`config.mk`:
```
export PLATFORM = sky130hd
export DESIGN_NAME = sstu_unit
export DESIGN_NICKNAME = d
export VERILOG_FILES = /design/src/verilog/sstu_pkg.sv /design/src/verilog/sstu_alu.sv /design/src/verilog/sstu_tas.sv /design/src/verilog/sstu_unit.sv
export SDC_FILE = /design/constraint.sdc
export NUM_CORES = 1
export LEC_CHECK = 0
export BUFFER_PORTS_ARGS = -buffer_cell sky130_fd_sc_hd__buf_2
export CORE_MARGIN = 2
export CORE_UTILIZATION = 51
export DETAILED_ROUTE_END_ITERATION = 10
export PLACE_DENSITY_LB_ADDON = 0.12
export SYNTH_ARGS = -nofsm -noshare
export SYNTH_HDL_FRONTEND = slang
export SYNTH_HIERARCHICAL = 1
export SYNTH_SLANG_ARGS = --single-unit
export TNS_END_PERCENT = 10
```
`constraint.sdc`:
```
create_clock -name clk -period 4.3 [get_ports clk]
set_input_delay 0.86 -clock clk [delete_from_list [all_inputs] [get_ports clk]]
set_output_delay 0.86 -clock clk [all_outputs]
set_load 0.005 [all_outputs]
```
`src/verilog/sstu_pkg.sv`:
```
// Constants and types shared by the subtract, swap and test-and-set unit.
// How it works
// - Plain subtract writes destination minus source to the destination in one cycle and leaves the flag alone.
// - Subtract-with-borrow writes destination minus source minus the flag in one cycle.
// - Subtract-with-borrow sets the flag on a borrow from either step and clears it otherwise.
// - Checked subtract writes the two's complement difference to the destination in one cycle.
// - Checked subtract sets the flag only when operand signs differ and the result sign leaves the destination sign.
// - Byte swap exchanges the two low bytes of the source, keeps its upper half, and writes the destination.
// - Halfword swap exchanges the two halves of the source and writes the destination.
// - Test-and-set reads the byte at the destination address, sets the flag when it is zero, and takes 4 cycles.
// - Test-and-set then forces bit 7 of that byte and writes it back to the same address.
// - The bus stays locked from the test-and-set read until its write completes.
package sstu_pkg;
  // ****************************************
  // Opcode patterns
  // ****************************************
  localparam logic [15:0] SSTU_OP_SUB = 16'h3008;
  localparam logic [15:0] SSTU_OP_SUBB = 16'h300A;
  localparam logic [15:0] SSTU_OP_CHECKED_SUBTRACT_OP = 16'h300B;
  localparam logic [15:0] SSTU_OP_SWPB = 16'h6008;
  localparam logic [15:0] SSTU_OP_SWPW = 16'h6009;
  localparam logic [15:0] SSTU_OP_TAS = 16'h401B;
  localparam logic [15:0] SSTU_MASK_RR = 16'hF00F;
  localparam logic [15:0] SSTU_MASK_TAS = 16'hF0FF;
  // ****************************************
  // Fields and timing
  // ****************************************
  localparam int SSTU_DST_LSB = 8;
  localparam int SSTU_SRC_LSB = 4;
  localparam int SSTU_IDX_W = 4;
  localparam int SSTU_SET_BIT = 7;
  localparam int SSTU_TAS_CYCLES = 4;
  localparam logic [31:0] SSTU_ZERO_WORD = 32'h0000_0000;
  localparam logic [7:0] SSTU_ZERO_BYTE = 8'h00;
  typedef enum logic [2:0] {
    SSTU_ALU_SUB = 3'b000,
    SSTU_ALU_SUBB = 3'b001,
    SSTU_ALU_CHECKED_SUBTRACT_OP = 3'b010,
    SSTU_ALU_SWPB = 3'b011,
    SSTU_ALU_SWPW = 3'b100
  } sstu_alu_op_t;
  typedef enum logic [2:0] {
    SSTU_ST_IDLE = 3'b000,
    SSTU_ST_READ = 3'b001,
    SSTU_ST_MOD = 3'b010,
    SSTU_ST_WRITE = 3'b011,
    SSTU_ST_DONE = 3'b100
  } sstu_tas_state_t;
endpackage

```
`src/verilog/sstu_alu.sv`:
```
// Combinational subtract and swap datapath.
`timescale 1ns/1ps
`default_nettype none
module sstu_alu (
  input wire sstu_pkg::sstu_alu_op_t op,
  input wire logic [31:0] dest_val,
  input wire logic [31:0] src_val,
  input wire logic flag_in,
  output logic [31:0] result,
  output logic flag_out
);
  import sstu_pkg::*;
  wire [32:0] diff_ext = {1'b0, dest_val} - {1'b0, src_val};
  wire [31:0] diff = diff_ext[31:0];
  wire borrow1 = diff_ext[32];
  wire [32:0] subb_ext = {1'b0, diff} - {32'h0000_0000, flag_in};
  wire borrow2 = subb_ext[32];
  wire sign_diff = dest_val[31] ^ src_val[31];
  wire ovf = sign_diff && (diff[31] != dest_val[31]);
  wire [31:0] swap_b = {src_val[31:16], src_val[7:0], src_val[15:8]};
  wire [31:0] swap_w = {src_val[15:0], src_val[31:16]};
  always_comb begin
    result = diff;
    flag_out = flag_in;
    case (op)
      SSTU_ALU_SUB: result = diff;
      SSTU_ALU_SUBB: begin
        result = subb_ext[31:0];
        flag_out = borrow1 | borrow2;
      end
      SSTU_ALU_CHECKED_SUBTRACT_OP: begin
        result = diff;
        flag_out = ovf;
      end
      SSTU_ALU_SWPB: result = swap_b;
      SSTU_ALU_SWPW: result = swap_w;
      default: result = diff;
    endcase
  end
endmodule
`default_nettype wire

```
`src/verilog/sstu_tas.sv`:
```
// Atomic test-and-set sequencer on the memory bus.
`timescale 1ns/1ps
`default_nettype none
module sstu_tas (
  input wire logic clk,
  input wire logic resetn,
  input wire logic start,
  input wire logic [31:0] addr,
  input wire logic [7:0] rd_byte,
  output logic [31:0] bus_addr_q,
  output logic bus_rd_q,
  output logic bus_wr_q,
  output logic bus_lock_q,
  output logic [7:0] bus_wdata_q,
  output logic flag_valid_q,
  output logic flag_q,
  output logic busy
);
  import sstu_pkg::*;
  sstu_tas_state_t state_q, state_d;
  // A fixed walk keeps the instruction at exactly four cycles.
  // The byte arrives in the cycle after the read strobe leaves the unit.
  always_comb begin
    state_d = state_q;
    case (state_q)
      SSTU_ST_IDLE: if (start) state_d = SSTU_ST_READ;
      SSTU_ST_READ: state_d = SSTU_ST_MOD;
      SSTU_ST_MOD: state_d = SSTU_ST_WRITE;
      SSTU_ST_WRITE: state_d = SSTU_ST_DONE;
      SSTU_ST_DONE: begin
        state_d = SSTU_ST_IDLE;
        if (start) state_d = SSTU_ST_READ;
      end
      default: state_d = SSTU_ST_IDLE;
    endcase
  end
  // The last state only hands the flag over, so a new instruction may start there.
  assign busy = (state_q != SSTU_ST_IDLE) && (state_q != SSTU_ST_DONE);
  wire lock_d = (state_d == SSTU_ST_READ) || (state_d == SSTU_ST_MOD) ||
                (state_d == SSTU_ST_WRITE);
  always_ff @(posedge clk) begin
    if (!resetn) begin
      state_q <= SSTU_ST_IDLE;
      bus_addr_q <= SSTU_ZERO_WORD;
      bus_rd_q <= 1'b0;
      bus_wr_q <= 1'b0;
      bus_lock_q <= 1'b0;
      bus_wdata_q <= SSTU_ZERO_BYTE;
      flag_valid_q <= 1'b0;
      flag_q <= 1'b0;
    end else begin
      state_q <= state_d;
      bus_lock_q <= lock_d;
      bus_rd_q <= (state_d == SSTU_ST_READ);
      bus_wr_q <= (state_d == SSTU_ST_WRITE);
      flag_valid_q <= (state_d == SSTU_ST_DONE);
      if (start) begin
        bus_addr_q <= addr;
      end
      if (state_q == SSTU_ST_WRITE) begin
        flag_q <= (rd_byte == SSTU_ZERO_BYTE);
        bus_wdata_q <= rd_byte | (8'h01 << SSTU_SET_BIT);
      end
    end
  end
endmodule
`default_nettype wire

```
`src/verilog/sstu_unit.sv`:
```
// Top of the subtract, swap and test-and-set execution unit.
`timescale 1ns/1ps
`default_nettype none
module sstu_unit (
  input wire logic clk,
  input wire logic resetn,
  input wire logic instr_valid,
  input wire logic [15:0] instr,
  input wire logic [31:0] dest_register,
  input wire logic [31:0] source_register,
  input wire logic flag_in,
  input wire logic [7:0] mem_rdata,
  output logic [3:0] dest_idx_q,
  output logic [3:0] src_idx_q,
  output logic [31:0] wb_data_q,
  output logic wb_en_q,
  output logic flag_q,
  output logic flag_wr_q,
  output logic busy_q,
  output logic illegal_q,
  output logic [31:0] mem_addr_q,
  output logic mem_rd_q,
  output logic mem_wr_q,
  output logic mem_lock_q,
  output logic [7:0] mem_wdata_q
);
  import sstu_pkg::*;
  // ****************************************
  // Decode
  // ****************************************
  wire [3:0] dst_idx = instr[SSTU_DST_LSB +: SSTU_IDX_W];
  wire [3:0] src_idx = instr[SSTU_SRC_LSB +: SSTU_IDX_W];
  wire [15:0] rr_key = instr & SSTU_MASK_RR;
  wire [15:0] tas_key = instr & SSTU_MASK_TAS;
  wire tas_busy;
  wire is_sub = (rr_key == SSTU_OP_SUB);
  wire is_subb = (rr_key == SSTU_OP_SUBB);
  wire is_checked_subtract_op = (rr_key == SSTU_OP_CHECKED_SUBTRACT_OP);
  wire is_swpb = (rr_key == SSTU_OP_SWPB);
  wire is_swpw = (rr_key == SSTU_OP_SWPW);
  wire is_tas = (tas_key == SSTU_OP_TAS);
  wire is_rr = is_sub | is_subb | is_checked_subtract_op | is_swpb | is_swpw;
  // Instructions offered while a test-and-set runs are not taken; the core must hold them.
  wire accept = instr_valid && !tas_busy;
  sstu_alu_op_t alu_op;
  assign alu_op = is_subb ? SSTU_ALU_SUBB :
                  is_checked_subtract_op ? SSTU_ALU_CHECKED_SUBTRACT_OP :
                  is_swpb ? SSTU_ALU_SWPB :
                  is_swpw ? SSTU_ALU_SWPW : SSTU_ALU_SUB;
  wire [31:0] alu_res;
  wire alu_flag;
  sstu_alu u_alu (
    .op(alu_op),
    .dest_val(dest_register),
    .src_val(source_register),
    .flag_in(flag_in),
    .result(alu_res),
    .flag_out(alu_flag)
  );
  wire [31:0] t_addr;
  wire t_rd;
  wire t_wr;
  wire t_lock;
  wire [7:0] t_wdata;
  wire t_fvalid;
  wire t_flag;
  sstu_tas u_tas (
    .clk(clk),
    .resetn(resetn),
    .start(accept && is_tas),
    .addr(dest_register),
    .rd_byte(mem_rdata),
    .bus_addr_q(t_addr),
    .bus_rd_q(t_rd),
    .bus_wr_q(t_wr),
    .bus_lock_q(t_lock),
    .bus_wdata_q(t_wdata),
    .flag_valid_q(t_fvalid),
    .flag_q(t_flag),
    .busy(tas_busy)
  );
  // ****************************************
  // Registered outputs
  // ****************************************
  // The write strobe leaves as the byte arrives, so the set byte is taken off the bus here.
  wire [7:0] tas_wbyte = mem_rdata | (8'h01 << SSTU_SET_BIT);
  wire rr_go = accept && is_rr;
  wire flag_upd = rr_go && (is_subb || is_checked_subtract_op);
  always_ff @(posedge clk) begin
    if (!resetn) begin
      dest_idx_q <= 4'h0;
      src_idx_q <= 4'h0;
      wb_data_q <= SSTU_ZERO_WORD;
      wb_en_q <= 1'b0;
      flag_q <= 1'b0;
      flag_wr_q <= 1'b0;
      busy_q <= 1'b0;
      illegal_q <= 1'b0;
      mem_addr_q <= SSTU_ZERO_WORD;
      mem_rd_q <= 1'b0;
      mem_wr_q <= 1'b0;
      mem_lock_q <= 1'b0;
      mem_wdata_q <= SSTU_ZERO_BYTE;
    end else begin
      if (accept) begin
        dest_idx_q <= dst_idx;
        src_idx_q <= src_idx;
      end
      wb_en_q <= rr_go;
      if (rr_go) begin
        wb_data_q <= alu_res;
      end
      flag_wr_q <= flag_upd | t_fvalid;
      if (flag_upd) begin
        flag_q <= alu_flag;
      end else if (t_fvalid) begin
        flag_q <= t_flag;
      end
      busy_q <= tas_busy || (accept && is_tas);
      illegal_q <= accept && !is_rr && !is_tas;
      mem_addr_q <= t_addr;
      mem_rd_q <= t_rd;
      mem_wr_q <= t_wr;
      mem_lock_q <= t_lock;
      mem_wdata_q <= t_wr ? tas_wbyte : t_wdata;
    end
  end
endmodule
`default_nettype wire

```
==> flow_summary.toml <==
[route]
drt_first_iter_violations = 844
vias = 9348
drtPass1Iterations = 6
drt_wl_total_mm = 29.9
drc = 0
vias_per_cell = 5.73
wl_per_cell_um = 18.3
final_antenna_net_count = 0

[layout]
fin_util = 0.685
nets = 1520
drive_gt1_frac = 0.317
fin_cells = 1631
antenna-diode-count = 0
area_delta_synth_final_pct = 32.2

[grt]
track_usage = 0.322
grt_pass1_vias = 8628
grt_start_max_net_pins = 56
grt-ovfl-total = 0
antenna_found_initial = 0
grt_pass1_wl_mm = 45.9

[logic_synthesis]
synth_edf_count = 0
ys_warn_count = 6
synth_area_leaders = "dfxtp_1 (31%), mux2i_1 (6.0%), ha_1 (4.8%)"
ys_seq_area_frac = 0.306
netlist_instances = 1084
netlist_area_um2 = 8900
synth-async-reset-ratio = 0
syn_nets = 1211
synth_flop_cell = "dfxtp_1"
ys_types = 101
ys_ff_latch = 136
synth_top_cell_area_share = 0.306
avgSynthCellArea_um2 = 8.21
synth.largest_area_cell = "dfxtp_1"

[sta]
slew_headroom = 0.404
worstMarginPinSlew_ns = 0.891
hold_viol_final = 0
rsz0062_at_grt = "true"
setup_viol = 0
min_period_over_period = 0.961
clock_skew_ns = 0.0125
max_freq_mhz = 242
worst_slack_ns = 0.168
drv_slew = 0
layout_min_cycle_time_ns = 4.13

[floorplanning]
fp.dieArea_um2 = 18500
initial_core_util = 0.518
die_w_um = 136
core_um2 = 17200
chipHeight_um = 136
num_rows = 48
io_pins = 180

[flow_run]
drv_cap = 0

[placement]
place.gp.congestion = 1.02
pre_cts_slack_ns = -0.340
dp_cells = 1599
port_buffers = 179
dp_hpwl_mm = 23.3

[setup_path]
end_kind = "flip-flop"
reg2reg_from = "u_tas/state_q[0]"
crit_path_start = "dest_register[0]"
cp_common_cell = "inv_1"
path_cells = "buf_2, inv_1, ha_1, inv_1, fa_1, a21oi_2, o221a_2, o22ai_2, buf_4, nor4_2, o32ai_1, nor4b_4, nand4_1, nor3_1, a31o_2, o2bb2a_1, nand3_1, a21boi_0"
worstPathMaxFanout = 5
crit_required_ns = 4.61
worst-setup-path-type = "in -> reg"
crit_buf_inv = 4
r2r_slack_ns = 1.71
cpMaxStageDelayCell = "nor3_1"
worst_ep_arrival_time_ns = 4.45
crit_family = "compound AO/OA/AOI/OAI gates"
critPathLaunchType = "input pin"
cpPeakStageDelay_ns = 0.50

[clock_network]
clock_sinks = 136
cts_buffers = 17
clockRootBuffer = "clkbuf_16"
clkSlewWorstSetupHoldPaths_ns = 0.07
cts_max_path_buffers = 2
htreeDepth = 4
cts_tree = "built"
insertion_delay_ns = 0.42

[power]
ir_drop_mv = 0.276
total_power_mw = 3.79
leakagePower_nw = 5.18
p_per_area_nw_per_um2 = 322

[hold_path]
min-delay-path-class = "reg -> reg"
min-delay-start = "u_tas/bus_lock_q"

[outcome]
outcome = "complete, no violations"
## report_power, final
group          total (mW)  internal, mW  switching, mW
registers            1.27          1.27        0.00271
logic                1.03         0.478          0.555
clock network        1.49         0.840          0.647
total                3.79          2.58           1.20
## path summary, 6_finish.rpt
| path | to | cells after the start |
|---|---|---|
| min | mem_lock_q | 1 |
| max reg2reg | u_tas/bus_addr_q[10] | 7 |
| min reg2reg | mem_lock_q | 1 |
| max | wb_data_q[27] | 18 |
## cell usage in the layout (no fill, tap or decap), types with 17 or more instances in the layout
cell type  count
xnor2_1       19
dfxtp_1      136
mux2i_1       53
inv_1         50
clkbuf_16     17
a21oi_1       48
nor2_1        41
ha_1          34
buf_4        180
nor2b_1       54
nand4_1       17
a21boi_0      29
and2_1        47
nand2_1       88
nor3_1        25
o21ai_0       77
nand3_1       52
buf_2        179
## layer usage
metal / track usage / wire length (um) / up-vias
li1: - / - / 4534
met1: 0.432 / 13000 / 4415
met2: 0.528 / 13900 / 355
met3: 0.0496 / 2180 / 44
met4: 0.105 / 743 / 0
met5: 0 / 0 / -
## metrics by stage
stage | setup TNS (ns) | hold WS (ns) | area (um^2)
floorplan | 0 | 0.412 | 8900
global placement | -1.63 | 0.425 | 11100
global route | -0.108 | 0.476 | 11800
detailed placement | -2.55 | 0.430 | 11100
finish | 0 | 0.447 | 11800
CTS | 0 | 0.447 | 11700
## area by class of cell
cell class                 instances  area (um^2)
clock buffer                      18          439
clock inverter                    14          154
fill                            1508         5400
inverter                          50          188
multi-input combinational        829         5740
sequential                       136         2720
tap                              225          282
timing repair buffer             359         2250
## logic make-up (layout without fill, tap and decap cells)
logic type      Yosys count  after routing  synth area share
buf+inv                 119            441            0.0568
simple gates            397            397             0.246
mux                      55             55            0.0621
compound gates          309            309             0.246
flops                   136            136             0.306
fa+ha+maj                35             35            0.0500
xor+xnor                 33             33            0.0333
## cells in the mapped netlist (25+ instances only)
cell type    n
inv_1       50
a21boi_0    29
nor2b_1     54
nand2_1     88
clkbuf_1    47
o21ai_0     78
ha_1        34
nand3_1     52
and2_1      47
nor3_1      25
mux2i_1     53
a21oi_1     52
dfxtp_1    136
nor2_1      41
## timing repair
item                       in CTS  in global routing
buffers inserted                0                  0
hold buffers                    0                  0
resized for setup               0                 12
setup endpoints to repair       0                 10
## sequential cells by signal (all words and copies together), names as in the netlist, 3 cells and up
name and cells:
wb_data_q 32, src_idx_q 4, u_tas/bus_addr_q 32, mem_addr_q 32
u_tas/bus_wdata_q 8, mem_wdata_q 8, dest_idx_q 4, u_tas/state_q 3
(Power assumes the default switching activity.)
